**src/rtl/sadc_pkg.sv**
```systemverilog
package sadc_pkg;
  // output word layout
  localparam int unsigned RESULT_BITS      = 12;
  localparam int unsigned LEAD_ZERO_BITS   = 2;
  localparam int unsigned WORD_BITS        = 14;
  // clock counts per frame
  localparam logic [5:0]  DATA_EDGES       = 6'h0E;
  localparam logic [5:0]  PWRUP_CAL_EDGES  = 6'h10;
  localparam logic [5:0]  CAL_START_EDGE   = 6'h11;
  localparam logic [5:0]  CAL_DONE_EDGE    = 6'h20;
  // conversion finishes after the last result bit
  localparam logic [5:0]  CONV_DONE_EDGE   = 6'h0D;
  // code points of the transfer curve
  localparam logic [11:0] NEG_FULL_SCALE_CODE = 12'h000;
  localparam logic [11:0] MID_SCALE_CODE      = 12'h800;
  localparam logic [11:0] POS_FULL_SCALE_CODE = 12'hFFF;
  localparam logic [11:0] OFFSET_RESET        = 12'h000;
  // host side timing, kept for reference; neither the rtl nor the bench uses it
  localparam int unsigned SETUP_TIME_NS    = 15;
  localparam int unsigned ACQ_TIME_NS      = 200;
  localparam int unsigned CORE_CLK_MHZ     = 10;
  localparam int unsigned ACQ_CYCLES       = (ACQ_TIME_NS * CORE_CLK_MHZ + 999) / 1000;

  typedef enum logic [1:0] {
    SADC_IDLE  = 2'b00,
    SADC_CONV  = 2'b01,
    SADC_TAIL  = 2'b10
  } sadc_state_t;
endpackage

```
**src/rtl/sadc_readout.sv**
```systemverilog
// Notes on behaviour
// - select falling edge captures the input sample and starts conversion
// - conversion and shifting are timed only by the host serial clock
// - inputs isolated during conversion, reconnected for acquisition after it
// - results are unsigned straight binary
// - code 000 most negative, 800 zero, FFF most positive
// - a frame runs from select falling edge to select rising edge
// - word is two zero bits then twelve result bits
// - first zero at select fall, later bits on serial clock falls
// - after fourteen serial clocks output stays low until frame end
// - select rising edge ends frame and releases the data output
// - first frame after power-up calibrates; output stays low throughout
// - inputs stay disconnected while calibration runs
// - first frame clock count decides calibrated or uncalibrated operation
// - host may request calibration during normal operation
// - offset store is internal, not reachable through serial port
// - offset store clears to zero at power-up
// - only analog supply power cycle clears calibration
// - power-up calibration needs sixteen clocks in first frame
// - normal calibration needs 32 clocks, runs edges 17 to 32
// - results are corrected by stored offset before shifting out
`timescale 1ns/1ns
`default_nettype none
module sadc_readout
  import sadc_pkg::*;
(
  // core clock and power-up reset
  input  wire logic        core_clk_i,
  input  wire logic        rst_n_i,
  // serial link from host
  input  wire logic        select_n_i,
  input  wire logic        serial_clk_i,
  // analog front end
  input  wire logic [11:0] raw_code_i,
  input  wire logic [11:0] cal_measure_i,
  output logic             sample_hold_o,
  output logic             inputs_connected_o,
  // serial data pin
  output logic             data_o,
  output logic             data_oe_o,
  // status
  output logic             calibrated_o
);

  logic [1:0]  sel_sync_reg;
  logic [1:0]  sck_sync_reg;
  logic        sel_d_reg;
  logic        sck_d_reg;
  logic        sel_fall;
  logic        sel_rise;
  logic        sck_fall;
  logic        in_frame;
  sadc_state_t state_reg;
  logic [5:0]  edge_cnt_reg;
  logic [13:0] shift_reg;
  logic [11:0] offset_reg;
  logic        first_frame_reg;
  logic        calibrated_reg;
  logic        cal_run_reg;
  logic [11:0] corrected;

  // pins are asynchronous to the core clock
  // reset to idle levels so no false edge follows reset
  always_ff @(posedge core_clk_i or negedge rst_n_i) begin
    if (!rst_n_i) begin
      sel_sync_reg <= 2'h3;
      sck_sync_reg <= 2'h3;
    end else begin
      sel_sync_reg <= {sel_sync_reg[0], select_n_i};
      sck_sync_reg <= {sck_sync_reg[0], serial_clk_i};
    end
  end

  always_ff @(posedge core_clk_i or negedge rst_n_i) begin
    if (!rst_n_i) begin
      sel_d_reg <= 1'b1;
      sck_d_reg <= 1'b1;
    end else begin
      sel_d_reg <= sel_sync_reg[1];
      sck_d_reg <= sck_sync_reg[1];
    end
  end

  assign sel_fall = sel_d_reg && !sel_sync_reg[1];
  assign sel_rise = !sel_d_reg && sel_sync_reg[1];
  assign in_frame = !sel_sync_reg[1];
  assign sck_fall = sck_d_reg && !sck_sync_reg[1] && in_frame && !sel_fall;

  // offset correction, saturating at the ends of the scale
  always_comb begin
    logic signed [13:0] diff;
    diff = $signed({2'b00, raw_code_i}) - $signed({2'b00, offset_reg});
    if (diff < 14'sd0) begin
      corrected = NEG_FULL_SCALE_CODE;
    end else if (diff > $signed({2'b00, POS_FULL_SCALE_CODE})) begin
      corrected = POS_FULL_SCALE_CODE;
    end else begin
      corrected = diff[11:0];
    end
  end

  // serial clock falling edges in this frame, saturating
  always_ff @(posedge core_clk_i or negedge rst_n_i) begin
    if (!rst_n_i) begin
      edge_cnt_reg <= 6'h00;
    end else if (sel_fall) begin
      edge_cnt_reg <= 6'h00;
    end else if (sck_fall && edge_cnt_reg != 6'h3F) begin
      edge_cnt_reg <= edge_cnt_reg + 6'h01;
    end
  end

  // conversion framing
  always_ff @(posedge core_clk_i or negedge rst_n_i) begin
    if (!rst_n_i) begin
      state_reg <= SADC_IDLE;
    end else if (sel_rise) begin
      state_reg <= SADC_IDLE;
    end else begin
      case (state_reg)
        SADC_IDLE: begin
          if (sel_fall) begin
            state_reg <= SADC_CONV;
          end
        end
        SADC_CONV: begin
          if (sck_fall && edge_cnt_reg + 6'h01 >= CONV_DONE_EDGE) begin
            state_reg <= SADC_TAIL;
          end
        end
        SADC_TAIL: begin
          state_reg <= SADC_TAIL;
        end
        default: begin
          state_reg <= SADC_IDLE;
        end
      endcase
    end
  end

  // isolate inputs during conversion and calibration
  always_ff @(posedge core_clk_i or negedge rst_n_i) begin
    if (!rst_n_i) begin
      inputs_connected_o <= 1'b1;
      sample_hold_o      <= 1'b0;
    end else begin
      sample_hold_o <= sel_fall;
      // calibration keeps inputs off the sampling stage
      inputs_connected_o <= !((state_reg == SADC_CONV && !sel_rise) || sel_fall
                              || (cal_run_reg && !sel_rise));
    end
  end

  always_ff @(posedge core_clk_i or negedge rst_n_i) begin
    if (!rst_n_i) begin
      shift_reg <= 14'h0000;
    end else if (sel_fall) begin
      shift_reg <= 14'h0000;
    end else if (sck_fall && edge_cnt_reg == 6'h00) begin
      // straight binary, corrected; zeros in first frame
      shift_reg <= first_frame_reg ? 14'h0000 : {corrected, 2'b00};
    end else if (sck_fall) begin
      shift_reg <= {shift_reg[12:0], 1'b0};
    end
  end

  // launch bits; low after fourteen; release on rise
  always_ff @(posedge core_clk_i or negedge rst_n_i) begin
    if (!rst_n_i) begin
      data_o    <= 1'b0;
      data_oe_o <= 1'b0;
    end else if (sel_rise || !in_frame) begin
      data_o    <= 1'b0;
      data_oe_o <= 1'b0;
    end else if (sel_fall) begin
      data_o    <= 1'b0;
      data_oe_o <= 1'b1;
    end else if (sck_fall) begin
      data_oe_o <= 1'b1;
      if (edge_cnt_reg == 6'h00) begin
        data_o <= 1'b0;
      end else if (edge_cnt_reg < DATA_EDGES) begin
        data_o <= shift_reg[13];
      end else begin
        data_o <= 1'b0;
      end
    end
  end

  // calibration; store has no port access
  always_ff @(posedge core_clk_i or negedge rst_n_i) begin
    if (!rst_n_i) begin
      offset_reg      <= OFFSET_RESET;
      first_frame_reg <= 1'b1;
      calibrated_reg  <= 1'b0;
      cal_run_reg     <= 1'b0;
    end else begin
      if (sel_fall && first_frame_reg) begin
        cal_run_reg <= 1'b1;
      end else if (sck_fall && !first_frame_reg && edge_cnt_reg + 6'h01 == CAL_START_EDGE) begin
        cal_run_reg <= 1'b1;
      end
      if (sel_rise) begin
        cal_run_reg     <= 1'b0;
        first_frame_reg <= 1'b0;
      end
      if (sck_fall && first_frame_reg && edge_cnt_reg + 6'h01 == PWRUP_CAL_EDGES) begin
        offset_reg     <= cal_measure_i;
        calibrated_reg <= 1'b1;
        cal_run_reg    <= 1'b0;
      end else if (sck_fall && cal_run_reg && !first_frame_reg
                   && edge_cnt_reg + 6'h01 == CAL_DONE_EDGE) begin
        offset_reg     <= cal_measure_i;
        calibrated_reg <= 1'b1;
        cal_run_reg    <= 1'b0;
      end
    end
  end

  always_ff @(posedge core_clk_i or negedge rst_n_i) begin
    if (!rst_n_i) begin
      calibrated_o <= 1'b0;
    end else begin
      calibrated_o <= calibrated_reg;
    end
  end

  // data released one cycle after frame end is seen
  release_a: assert property (@(posedge core_clk_i) disable iff (!rst_n_i)
    sel_rise |=> !data_oe_o) else $error("data not released");
  // first bit is zero and driven
  first_zero_a: assert property (@(posedge core_clk_i) disable iff (!rst_n_i)
    sel_fall |=> data_oe_o && !data_o) else $error("first zero missing");
  // pin stays driven while select is low
  oe_hold_a: assert property (@(posedge core_clk_i) disable iff (!rst_n_i)
    in_frame && !sel_fall |=> data_oe_o) else $error("oe dropped in frame");
  // low after fourteen clocks
  tail_low_a: assert property (@(posedge core_clk_i) disable iff (!rst_n_i)
    sck_fall && edge_cnt_reg >= DATA_EDGES |=> !data_o) else $error("tail not low");
  // first frame carries only zeros
  cal_frame_a: assert property (@(posedge core_clk_i) disable iff (!rst_n_i)
    first_frame_reg && in_frame && !sel_fall |=> !data_o) else $error("first frame data");
  // isolation during conversion
  isolate_a: assert property (@(posedge core_clk_i) disable iff (!rst_n_i)
    state_reg == SADC_CONV && !sel_rise |=> !inputs_connected_o) else $error("inputs on");
  // conversion over, inputs back for acquisition
  reconnect_a: assert property (@(posedge core_clk_i) disable iff (!rst_n_i)
    state_reg == SADC_TAIL && !cal_run_reg |=> inputs_connected_o) else $error("no reconnect");
  // frame start begins conversion
  conv_start_a: assert property (@(posedge core_clk_i) disable iff (!rst_n_i)
    sel_fall |=> state_reg == SADC_CONV ##0 sample_hold_o) else $error("no start");
  // one sample pulse per frame start
  one_pulse_a: assert property (@(posedge core_clk_i) disable iff (!rst_n_i)
    sample_hold_o |=> !sample_hold_o) else $error("long sample pulse");
  // store changes only on qualifying edge
  store_hold_a: assert property (@(posedge core_clk_i) disable iff (!rst_n_i)
    !sck_fall |=> $stable(offset_reg)) else $error("offset moved");
  // long frame starts calibration on fall seventeen
  cal_begin_a: assert property (@(posedge core_clk_i) disable iff (!rst_n_i)
    sck_fall && !first_frame_reg && edge_cnt_reg + 6'h01 == CAL_START_EDGE
    |=> cal_run_reg) else $error("cal not started");
  // fall thirty-two of a long frame ends calibration and sets calibrated
  long_done_a: assert property (@(posedge core_clk_i) disable iff (!rst_n_i)
    sck_fall && cal_run_reg && !first_frame_reg && edge_cnt_reg + 6'h01 == CAL_DONE_EDGE
    |=> calibrated_reg && !cal_run_reg) else $error("long cal not done");
  // sixteen falls in first frame load the store
  pwrup_done_a: assert property (@(posedge core_clk_i) disable iff (!rst_n_i)
    sck_fall && first_frame_reg && edge_cnt_reg + 6'h01 == PWRUP_CAL_EDGES
    |=> calibrated_reg && offset_reg == $past(cal_measure_i)) else $error("cal not stored");
  // calibration isolates inputs
  cal_isolate_a: assert property (@(posedge core_clk_i) disable iff (!rst_n_i)
    cal_run_reg && !sel_rise |=> !inputs_connected_o) else $error("cal inputs on");
  // short first frame leaves store at reset value
  short_cal_a: assert property (@(posedge core_clk_i) disable iff (!rst_n_i)
    !calibrated_reg |-> offset_reg == OFFSET_RESET) else $error("store not clear");

  // main scenarios for coverage
  pwrup_cal_c: cover property (@(posedge core_clk_i) disable iff (!rst_n_i)
    first_frame_reg ##1 calibrated_reg);
  long_cal_c: cover property (@(posedge core_clk_i) disable iff (!rst_n_i)
    !first_frame_reg && cal_run_reg);
  data_one_c: cover property (@(posedge core_clk_i) disable iff (!rst_n_i)
    data_oe_o && data_o);
  short_frame_c: cover property (@(posedge core_clk_i) disable iff (!rst_n_i)
    sel_rise && edge_cnt_reg < DATA_EDGES);
  tail_clock_c: cover property (@(posedge core_clk_i) disable iff (!rst_n_i)
    state_reg == SADC_TAIL && sck_fall);

endmodule
`default_nettype wire

```
**config.mk**
```make
export PLATFORM = sky130hd
export DESIGN_NAME = sadc_readout
export DESIGN_NICKNAME = d
export VERILOG_FILES = /design/src/rtl/sadc_pkg.sv /design/src/rtl/sadc_readout.sv
export SDC_FILE = /design/constraint.sdc
export NUM_CORES = 1
export LEC_CHECK = 0
export ABC_AREA = 1
export BUFFER_PORTS_ARGS = -buffer_cell sky130_fd_sc_hd__buf_4
export CORE_ASPECT_RATIO = 0.8
export CORE_MARGIN = 2
export CORE_UTILIZATION = 45
export CTS_CLUSTER_SIZE = 20
export DETAILED_ROUTE_END_ITERATION = 12
export SLEW_MARGIN = 15
export SYNTH_ARGS = -nofsm -noshare
export SYNTH_HDL_FRONTEND = slang
export SYNTH_SLANG_ARGS = --single-unit
```
**constraint.sdc**
```tcl
create_clock -name core_clk_i -period 6.1 [get_ports core_clk_i]
set_clock_uncertainty 0.2 [all_clocks]
set_input_delay 1.22 -clock core_clk_i [delete_from_list [all_inputs] [get_ports core_clk_i]]
set_output_delay 1.22 -clock core_clk_i [all_outputs]
set_load 0.01 [all_outputs]
```
Word level (Yosys, flattened, before mapping):

Index checks and enable logic that the tools add are counted.

* flip-flop bits (word level): 48
* bits of input ports: 28
* output and inout bits: 5
* logic and storage cells: 95

* add/sub/neg operators: 2
* $lt $le $gt $ge: 4
* equality and inequality tests: 8
* multiplexer cells: 29
* reduce and logical (&&, ||, !) cells: 36

Operator list (number)
* 14-bit two-way mux: 4
* 12-bit two-way mux: 4
* 1-bit logical AND: 18
* 1-bit two-way mux: 15
* 13-bit > comparator (second input constant): 1
* 13-bit by 1-bit < comparator with 1-bit output (second input constant): 1
* 12-bit by 12-bit subtractor with 13-bit output: 1
* 6-bit by 5-bit == test with 1-bit output (second input constant): 2
* 6-bit two-way mux: 2
* 1-bit logical NOT: 7
* 6-bit by 1-bit adder with 6-bit output (second input constant): 1
* 6-bit == test (second input constant): 1
* 6-bit by 4-bit greater-or-equal comparator with 1-bit output (second input constant): 1
* 6-bit logical NOT: 1
* 6-bit by 4-bit < comparator with 1-bit output (second input constant): 1
* 2-bit two-way mux: 3
* 3-bit != test (second input constant): 2
* 6-bit != test (second input constant): 1
* 2-bit case mux with 3 select lines: 1
* 3-bit nonzero test: 2
* 5-bit nonzero test: 1
* 2-bit nonzero test: 2
* 1-bit logical OR: 3
* 2-bit by 1-bit == test with 1-bit output (second input constant): 1
* 3 further kinds: 3

Depth between registers and ports, before layout:

Gate-level depths: netlist of the first run.

* word-level depth: 11
* mapped depth: 14
* mapped depth without buffers: 14

Worst setup path before layout of the first run:

Ideal clock, no wire load.

* path kind: in2reg
* start point: input raw_code_i[0]
* end point: register shift_reg[10]
* setup time: 66 ps
* data arrival time: 2704 ps
* data required time: 5834 ps
* slack: 3130 ps
* cell stages on the path: 13
* buffers on the path: 1
* cells stage by stage: inv_1 -> ha_1 -> fa_1 -> inv_1 -> nand3_1 -> nand3_1 -> nand3_1 -> nand3_1 -> nand2_1 -> buf_2 -> o21ai_0 -> nand2_1 -> nand2_1

* longest elaborated chain between the ends: 7
* elaborated cells between the ends (all ways): 8
* those cells by class: add/sub (1); order compare (2); mux (5)

Ends and longest elaborated chain
* start, declared: RTL line sadc_readout.sv:34 `input wire logic [11:0] raw_code_i,`
* 12-bit by 12-bit subtractor with 13-bit output (*): RTL line sadc_readout.sv:92 `diff = $signed({2'b00, raw_code_i}) - $signed({2'b00, offset_reg});`
* 13-bit > comparator: RTL line sadc_readout.sv:95 `end else if (diff > $signed({2'b00, POS_FULL_SCALE_CODE})) begin`
* 12-bit two-way mux: RTL line sadc_readout.sv:95
* 12-bit two-way mux (*): RTL line sadc_readout.sv:93 `if (diff < 14'sd0) begin`
* 14-bit two-way mux (*): RTL line sadc_readout.sv:161 `shift_reg <= first_frame_reg ? 14'h0000 : {corrected, 2'b00};`
* 14-bit two-way mux (*): RTL line sadc_readout.sv:159 `end else if (sck_fall && edge_cnt_reg == 6'h00) begin`
* 14-bit two-way mux (*): RTL line sadc_readout.sv:157 `end else if (sel_fall) begin`
* end signal, assigned: RTL line sadc_readout.sv:161
* end signal, assigned: RTL line sadc_readout.sv:163 `shift_reg <= {shift_reg[12:0], 1'b0};`
* end, declared: RTL line sadc_readout.sv:55 `logic [13:0] shift_reg;`

Every way passes the cells marked *; elsewhere a longest branch is shown, timed or not.
A chain may end at the register's enable or synchronous reset.

Final worst setup path of the first run:

* start point: input raw_code_i[0]
* end point: register shift_reg[3]

Same word-level chain as after synthesis.

==> metrics.yaml, run 1 <==
outcome:
  status: "completed"
clock_network:
  cts_tree: "built"
  cts_buffers: 5
  insertion_delay_ns: 0.30
  root_buffer: "clkbuf_8"
  cts_buffer_depth: 2
  postCtsSetupRepairBufs: 0
  cts_sinks: 46
  cts_resized: 0
  cts-hold-fix-buffers: 0
  clk_pin_slew_ns: 0.10
  cts_max_level: 2
critical_path:
  critPathLaunchType: "input pin"
  timing.rr.end: "cal_run_reg"
  arrival_ns: 3.04
  cp.required_ns: 6.14
  reg2reg_from: "sel_sync_reg[1]"
  cp_max_fo: 12
  rr_worst_depth: 9
  criticalPathCategory: "in -> reg"
  rrSetupSlack_ns: 3.23
  end_kind: "flop"
detailed_routing:
  drt_iter0_markers: 122
  avgViaCountPerCell: 4.76
  antenna_left: 0
  vias: 2489
  drt-wirelength-per-cell_um: 12.1
  route.detailed.drc: 0
  routed_wl_mm: 6.35
  first_pass_iters: 4
sta:
  tightest_slew_ns: 0.603
  finalSetupViolations: 0
  rsz0062_at_grt: "no"
  fin_crit_ns: 2.99
  relSlewSlack: 0.597
  fin_crit_sh: 0.491
  finalHoldViolCount: 0
  tns_ns: 0
  max_freq_mhz: 334
  slew_viol_final: 0
  fin_ws_ns: 3.11
global_route:
  antenna_found_initial: 0
  grt_max_degree: 47
  track_usage: 0.191
  grt_pass1_vias: 2327
  grt_pass1_wl_mm: 11.0
  overflow: 0
pwr:
  ir_drop_mv: 0.144
  power_per_cell_area_mw_per_mm2: 260
  power_leakage_uw: 0.00197
finish:
  area_growth_syn_to_layout_pct: 13.3
  drive_gt1_frac: 0.171
  fin_nets: 487
  antenna_cells: 0
floorplanning:
  die_x_um: 95.0
  die_y_um: 76.8
  dieArea_sq_mm: 0.00730
  start_util: 0.465
  core_area_sq_mm: 0.00641
  rows: 26
  ioPinCount: 33
logic_synthesis:
  synth_compound_area_frac: 0.0910
  synth_top_family_by_area: "simple AND/OR/NAND/NOR gates"
  synth_xor_area_frac: 0.0117
  synth-seq-cells: 46
  synth_fa_ha_area_frac: 0.0906
  synthesis.nets: 454
  synth.area.mux_share: 0
  ys_seq_area_frac: 0.389
  synth_top_area_frac: 0.319
  syn_area_sq_mm: 0.00298
  async_reset_ff_frac: 1.00
  synth-simple-area-share: 0.303
  syn_avg_cell_area_sq_um: 7.37
  ys.warnings.count: 0
  synthTopCellsByArea: "dfrtp_1 (32%), nand2_1 (18%), inv_1 (10%)"
  synth_edf_count: 0
  postSynthCellCount: 405
  synth_flop_cell: "dfrtp_1"
  synthDistinctLibCells: 31
  synth.largest_area_cell: "dfrtp_1"
hold_path:
  hold_path.class: "reg -> reg"
  hold_depth: 0
  min_from: "sck_sync_reg[0]"
  holdPathEnd: "sck_sync_reg[1]"
placed_design:
  port_buffers: 32
  place.gp.congestion: 0.934
  dp_hpwl_mm: 4.79
  place_ws_ns: 2.81
job:
  cap_violations: 0
[power breakdown]
| group | leakage [uW] | switching (uW) | total [uW] | internal (uW) |
|---|---|---|---|---|
| registers | 0.000552 | 24.2 | 368 | 344 |
| logic | 0.00138 | 191 | 317 | 126 |
| clock network | 0.0000408 | 111 | 193 | 82.1 |
[worst max-delay path by stage]
stage / startpoint / end / slack, ns
final: raw_code_i[0] / shift_reg[3] / 3.11
after floorplan: raw_code_i[0] / shift_reg[10] / 3.13
after CTS: raw_code_i[0] / shift_reg[3] / 3.12
after detailed placement: raw_code_i[0] / shift_reg[3] / 2.81
after global placement: raw_code_i[0] / shift_reg[3] / 2.87
after global routing: raw_code_i[0] / shift_reg[10] / 2.97
[cells by family (layout without fill, tap and decap cells)]
group / Yosys count / count (layout)
AND/OR/NAND/NOR: 206 / 206
buffers and inverters: 86 / 120
flip-flops: 46 / 46
AO/OA/AOI/OAI: 42 / 42
adder cells (fa/ha/maj): 21 / 21
XOR/XNOR: 4 / 4
[final cells by class]
cell class,instances,area (sq um)
fill,627,3030
multi-input combinational,273,1480
sequential,46,1160
inverter,80,300
timing repair buffer,32,240
tap,84,105
clock buffer,5,68.8
clock inverter,3,23.8
[Yosys cell counts, types with 2 or more instances]
cell,instances
dfrtp_1,38
o21ai_0,12
xnor2_1,2
nor2_1,15
a21oi_1,7
nand2_1,140
nand3_1,19
dfstp_2,8
nand3b_1,6
buf_6,2
nand2_2,11
nand4_1,9
xor2_1,2
o22ai_1,3
inv_1,80
o21ai_1,3
ha_1,20
buf_2,2
o21ai_2,12
o21bai_1,3
[per-layer routing]
layer  vias to the layer above  wire (um)  track usage
met5                         -          0            0
met4                         0         21       0.0290
met3                         2        286       0.0354
met2                        51       2540        0.274
met1                      1119       3500        0.302
li1                       1317          -            -
[stage by stage]
stage	power (uW)	area, sq um	cells	hold WS, ns	utilization
global route	964	3380	523	0.166	0.528
detailed placement	691	3290	515	0.148	0.513
global placement	687	3290	515	0.146	0.513
floorplan	601	2980	405	0.145	-
CTS	890	3380	523	0.163	0.528
finish	878	3380	523	0.161	0.528
[worst max-delay path, stage by stage]
cell	delay [ns]
buf_4	0.08
inv_1	0.04
ha_1	0.22
fa_1	0.40
inv_1	0.09
nand3_1	0.06
nand3_1	0.14
nand3_1	0.09
nand3_1	0.07
nand2_1	0.23
o21ai_0	0.25
nand2_1	0.08
nand2_1	0.07
[layout by cell type (no fill, tap or decap), drive strengths merged]
master,count
nand2,151
inv,81
dfrtp,38
buf,32
o21ai,27
ha,20
nand3,20
nor2,16
nand4,9
dfstp,8
a21oi,7
nand3b,6
clkbuf,5
o22ai,3
o21bai,3
xor2,2
xnor2,2
clkinvlp,2
and3,2
a211oi,1
or2,1
nor3,1
a21boi,1
fa,1
No activity file was read; power rests on OpenSTA's default activity.
==> run 2, diff against run 1 <==
==> constraint.sdc (replaced) <==
create_clock -name core_clk_i -period 2.9 [get_ports core_clk_i]
set_clock_uncertainty 0.2 [all_clocks]
set_input_delay 0.58 -clock core_clk_i [delete_from_list [all_inputs] [get_ports core_clk_i]]
set_output_delay 0.58 -clock core_clk_i [all_outputs]
set_load 0.01 [all_outputs]
==> run 2 against run 1 <==
  * Sequential share of layout area decreased by 0.15 points
  * Die area unchanged
  * Hold slack got worse by 0.088 ns
  * Routed wire length decreased by 1.3%
  * Worst setup slack got worse by 2.8 ns
  * Clock power increased by 110%
  * Core utilization increased by 0.23 points
  * Critical path depth decreased by 3
  * Register-to-register slack got worse by 2.9 ns
  * Final area increased by 0.44%
  * Non-clock buffer count increased by 2
  * First-iteration DRC count increased by 30%
==> metrics.yaml, run 2 (same netlist as run 1, synthesis figures left out) <==
global_route:
  antenna_found_initial: 0
  grt_max_degree: 47
  overflow: 0
  grt_pass1_wl_mm: 10.9
  grt_pass1_vias: 2339
  track_usage: 0.189
finish:
  layout_commonest_cell: "nand2_1"
  drive_gt1_frac: 0.175
  layout_common_cells: "nand2_1 (140), inv_1 (80), dfrtp_1 (38)"
  fin_nets: 489
  fill_cells: 632
  seq_area_sq_mm: 0.00116
  area_growth_syn_to_layout_pct: 13.8
  multiInputGateArea_sq_mm: 0.00148
  antenna_cells: 0
detailed_routing:
  antenna_left: 0
  route.detailed.drc: 0
  drt_iter0_markers: 159
  routed_wl_mm: 6.27
  avgViaCountPerCell: 4.77
  vias: 2506
  first_pass_iters: 4
  drt-wirelength-per-cell_um: 11.9
critical_path:
  cp.required_ns: 2.89
  crit_path_top_delay_cell: "dfstp_2"
  crit_chain: "inv_1 -> ha_1 -> inv_1 -> nand4_1 -> nor2_1 -> nand3_1 -> nand3_1 -> nand3_4 -> nand2_1 -> o21ai_2"
  critPathMaxStageDelay_ns: 0.57
  criticalPathCategory: "reg -> reg"
  arrival_ns: 2.54
  critPathLaunchType: "flop"
  end_kind: "flop"
  cp_max_fo: 26
clock_network:
  root_buffer: "clkbuf_8"
  insertion_delay_ns: 0.30
  cts_buffer_depth: 2
  cts_sinks: 46
  cts_tree: "built"
  cts_buffers: 5
  cts_max_level: 2
  clk_pin_slew_ns: 0.09
  cts_resized: 0
  postCtsSetupRepairBufs: 0
  cts-hold-fix-buffers: 0
floorplanning:
  dieArea_sq_mm: 0.00730
  die_x_um: 95.0
  ioPinCount: 33
  core_area_sq_mm: 0.00641
  die_y_um: 76.8
  rows: 26
  start_util: 0.465
sta:
  whs_ns: 0.0725
  rsz0062_at_grt: "no"
  finalHoldViolCount: 0
  slew_viol_final: 0
  max_freq_mhz: 393
  fin_crit_sh: 0.878
  tns_ns: 0
  finalSetupViolations: 0
  relSlewSlack: 0.608
  tightest_slew_ns: 0.588
  fin_crit_ns: 2.55
pwr:
  pwr-share-seq: 0.416
  power.share.clock: 0.219
  intPower_uw: 1170
  ir_drop_mv: 0.262
  p_sw_uw: 693
  power_leakage_uw: 0.00198
  combPwrFrac: 0.365
  netSwitchingFraction: 0.373
  power_per_cell_area_mw_per_mm2: 547
job:
  cap_violations: 0
outcome:
  status: "completed"
placed_design:
  place.gp.congestion: 0.926
  port_buffers: 32
  dp_hpwl_mm: 4.83
hold_path:
  hold_path.class: "in -> async"
-- run 2: changes by cell type in the layout (fill, tap and decap cells not counted) --
cell   previous run  this run
buf_4            32        34
-- run 2: final timing paths --
kind	to	start	cells past startpoint	slack (ns)
min reg2reg	sel_sync_reg[1]	sel_sync_reg[0]	0	0.16
min	offset_reg[6]	rst_n_i	1	0.07
max	offset_reg[4]	sel_sync_reg[1]	10	0.35
min in group core_clk_i	sel_sync_reg[1]	sel_sync_reg[0]	0	0.16
max reg2reg	offset_reg[4]	sel_sync_reg[1]	10	0.35
max in group asynchronous	calibrated_o	rst_n_i	1	2.03
-- run 2: routing by layer --
layer	share of wire	up-vias	routed length (um)	GRT usage
li1	-	1314	-	-
met1	0.56	1132	3490	0.306
met2	0.39	54	2460	0.257
met3	0.043	6	268	0.0363
met4	0.0070	0	44	0.0406
met5	0	-	0	0
-- run 2: power groups by stage --
| stage | clock (uW) | combinational, uW | sequential (uW) |
|---|---|---|---|
| after global routing | 450 | 781 | 786 |
| after floorplan | 0 | 485 | 779 |
| final | 408 | 678 | 774 |
| after CTS | 417 | 680 | 774 |
| after global placement | 0 | 665 | 784 |
| after detailed placement | 0 | 676 | 786 |
-- run 2: layout make-up --
| class | count | area share |
|---|---|---|
| sequential | 46 | 0.342 |
| clock inverter | 3 | 0.00700 |
| inverter | 80 | 0.0884 |
| tap | 84 | 0.0310 |
| timing repair buffer | 34 | 0.0752 |
| clock buffer | 5 | 0.0203 |
| multi-input combinational | 273 | 0.436 |
-- run 2: worst max-delay path, delay by kind of cell, from the launching register on --
family | cells | cell delay (ns)
and+or+nand+nor | 6 | 1.12
DFF | 1 | 0.57
adders and majority gates | 1 | 0.27
buffers and inverters | 2 | 0.19
AOI/OAI and AO/OA | 1 | 0.06
-- run 2: through the flow --
stage	setup slack, ns	instances	area, sq um	total power [uW]	utilization
2_1_floorplan	0.570	405	2980	1260	-
3_3_place_gp	0.322	517	3300	1450	0.515
3_5_place_dp	0.231	517	3300	1460	0.515
4_1_cts	0.335	525	3400	1870	0.530
5_1_grt	0.0619	525	3400	2020	0.530
6_report	0.353	525	3400	1860	0.530
==> run 3, diff against run 2 <==
--- a/config.mk
+++ b/config.mk
@@ -7,11 +7,14 @@
 export LEC_CHECK = 0
 export ABC_AREA = 1
 export BUFFER_PORTS_ARGS = -buffer_cell sky130_fd_sc_hd__buf_4
+export CELL_PAD_IN_SITES_DETAIL_PLACEMENT = 1
+export CELL_PAD_IN_SITES_GLOBAL_PLACEMENT = 1
 export CORE_ASPECT_RATIO = 0.8
 export CORE_MARGIN = 2
-export CORE_UTILIZATION = 45
+export CORE_UTILIZATION = 43
 export CTS_CLUSTER_SIZE = 20
 export DETAILED_ROUTE_END_ITERATION = 12
+export PLACE_DENSITY_LB_ADDON = 0.1
 export SLEW_MARGIN = 15
 export SYNTH_ARGS = -nofsm -noshare
 export SYNTH_HDL_FRONTEND = slang
==> run 3 against run 2 <==
  * Combinational power increased by 2%
  * Sequential cell count unchanged
  * Critical path depth decreased by 1
  * Routed wire length increased by 16%
  * Clock-buffer cell count unchanged
  * Register-to-register slack got worse by 0.13 ns
  * Global-route usage increased by 1.6 points
  * Critical path type unchanged
  * Largest cell class unchanged
==> metrics.yaml, run 3 (same netlist as run 1, synthesis figures left out) <==
finish:
  layout_common_cells: "nand2_1 (140), inv_1 (80), dfrtp_1 (38)"
  area_growth_syn_to_layout_pct: 14.0
  drive_gt1_frac: 0.175
  seq_area_sq_mm: 0.00116
  layout_commonest_cell: "nand2_1"
  fin_nets: 489
  final_core_util: 0.501
  multiInputGateArea_sq_mm: 0.00148
  antenna_cells: 0
  fill_cells: 884
clock_network:
  clk_pin_slew_ns: 0.11
  cts_buffer_depth: 2
  cts_max_level: 2
  postCtsSetupRepairBufs: 0
  cts_resized: 0
  cts_buffers: 5
  cts_sinks: 46
  cts-hold-fix-buffers: 0
  root_buffer: "clkbuf_8"
  cts_tree: "built"
  insertion_delay_ns: 0.31
floorplanning:
  rows: 27
  die_y_um: 78.5
  ioPinCount: 33
  die_x_um: 97.1
  core_area_sq_mm: 0.00679
  start_util: 0.439
  dieArea_sq_mm: 0.00762
hold_path:
  hold_path.class: "in -> async"
global_route:
  grt_max_degree: 47
  grt_pass1_vias: 2644
  grt_pass1_wl_mm: 12.6
  overflow: 0
  antenna_found_initial: 0
  track_usage: 0.205
sta:
  whs_ns: 0.0618
  fin_crit_sh: 0.925
  slew_viol_final: 0
  finalSetupViolations: 0
  tightest_slew_ns: 0.592
  rsz0062_at_grt: "no"
  max_freq_mhz: 373
  tns_ns: 0
  finalHoldViolCount: 0
  relSlewSlack: 0.605
  fin_crit_ns: 2.68
critical_path:
  critPathLaunchType: "flop"
  rr_worst_depth: 9
  end_kind: "flop"
  criticalPathCategory: "reg -> reg"
  cp_max_fo: 26
  cp.required_ns: 2.90
  arrival_ns: 2.68
placed_design:
  port_buffers: 32
  place.gp.congestion: 0.833
  dp_hpwl_mm: 5.80
pwr:
  power_per_cell_area_mw_per_mm2: 554
  power_uw: 1880
  ir_drop_mv: 0.368
  power_leakage_uw: 0.00198
detailed_routing:
  first_pass_iters: 4
  routed_wl_mm: 7.29
  vias: 2574
  avgViaCountPerCell: 4.88
  drt-wirelength-per-cell_um: 13.8
  route.detailed.drc: 0
  drt_iter0_markers: 94
  antenna_left: 0
outcome:
  status: "completed"
job:
  cap_violations: 0
==> run 3: cell counts in the layout (fill, tap and decap cells not counted) <==
Identical to the previous run, type by type.
==> run 3: path summary, 6_finish.rpt <==
| path | start | to | slack, ns |
|---|---|---|---|
| worst max-delay path | sel_sync_reg[1] | cal_run_reg | 0.22 |
| worst min-delay path | rst_n_i | shift_reg[6] | 0.06 |
| worst max register to register | sel_sync_reg[1] | cal_run_reg | 0.22 |
| worst min register to register | sck_sync_reg[0] | sck_sync_reg[1] | 0.16 |
| max in group asynchronous | rst_n_i | offset_reg[5] | 2.03 |
| min in group core_clk_i | sck_sync_reg[0] | sck_sync_reg[1] | 0.16 |
==> run 3: where the power goes <==
group          switching [uW]  leakage (uW)  total (uW)  internal [uW]
Combinational             420       0.00139         692            272
Clock                     246     0.0000408         419            173
Sequential               50.6      0.000552         774            723
Total                     718       0.00198        1880           1170
==> run 3: metal layers <==
layer  track usage  wire (um)  vias up
li1              -          -     1317
met1         0.304       3830     1213
met2         0.315       3130       38
met3        0.0427        297        6
met4        0.0310         35        0
met5             0          0        -
==> run 3: cell type report <==
type                    instances  share of cell area
well taps                      87              0.0320
clock buffers                   5              0.0202
clock inverters                 3             0.00699
flip-flops and latches         46               0.342
repair buffers                 34              0.0751
inverters                      80              0.0883
multi-input cells             273               0.436
==> run 3: stage by stage <==
stage | worst slack [ns] | instance area (sq um) | cells
2_1_floorplan | 0.570 | 2980 | 405
3_3_place_gp | 0.313 | 3310 | 520
3_5_place_dp | 0.164 | 3310 | 520
4_1_cts | 0.199 | 3400 | 528
5_1_grt | 0.00244 | 3400 | 528
6_report | 0.218 | 3400 | 528
==> run 3: worst max-delay path, cell delays in order, from the launching register on <==
cell and delay (ns):
dfstp_2 0.57, inv_1 0.07, ha_1 0.27, inv_1 0.14
nand4_1 0.20, nor2_1 0.26, nand3_1 0.12, nand3_1 0.13
nand3_4 0.33, and3_1 0.29
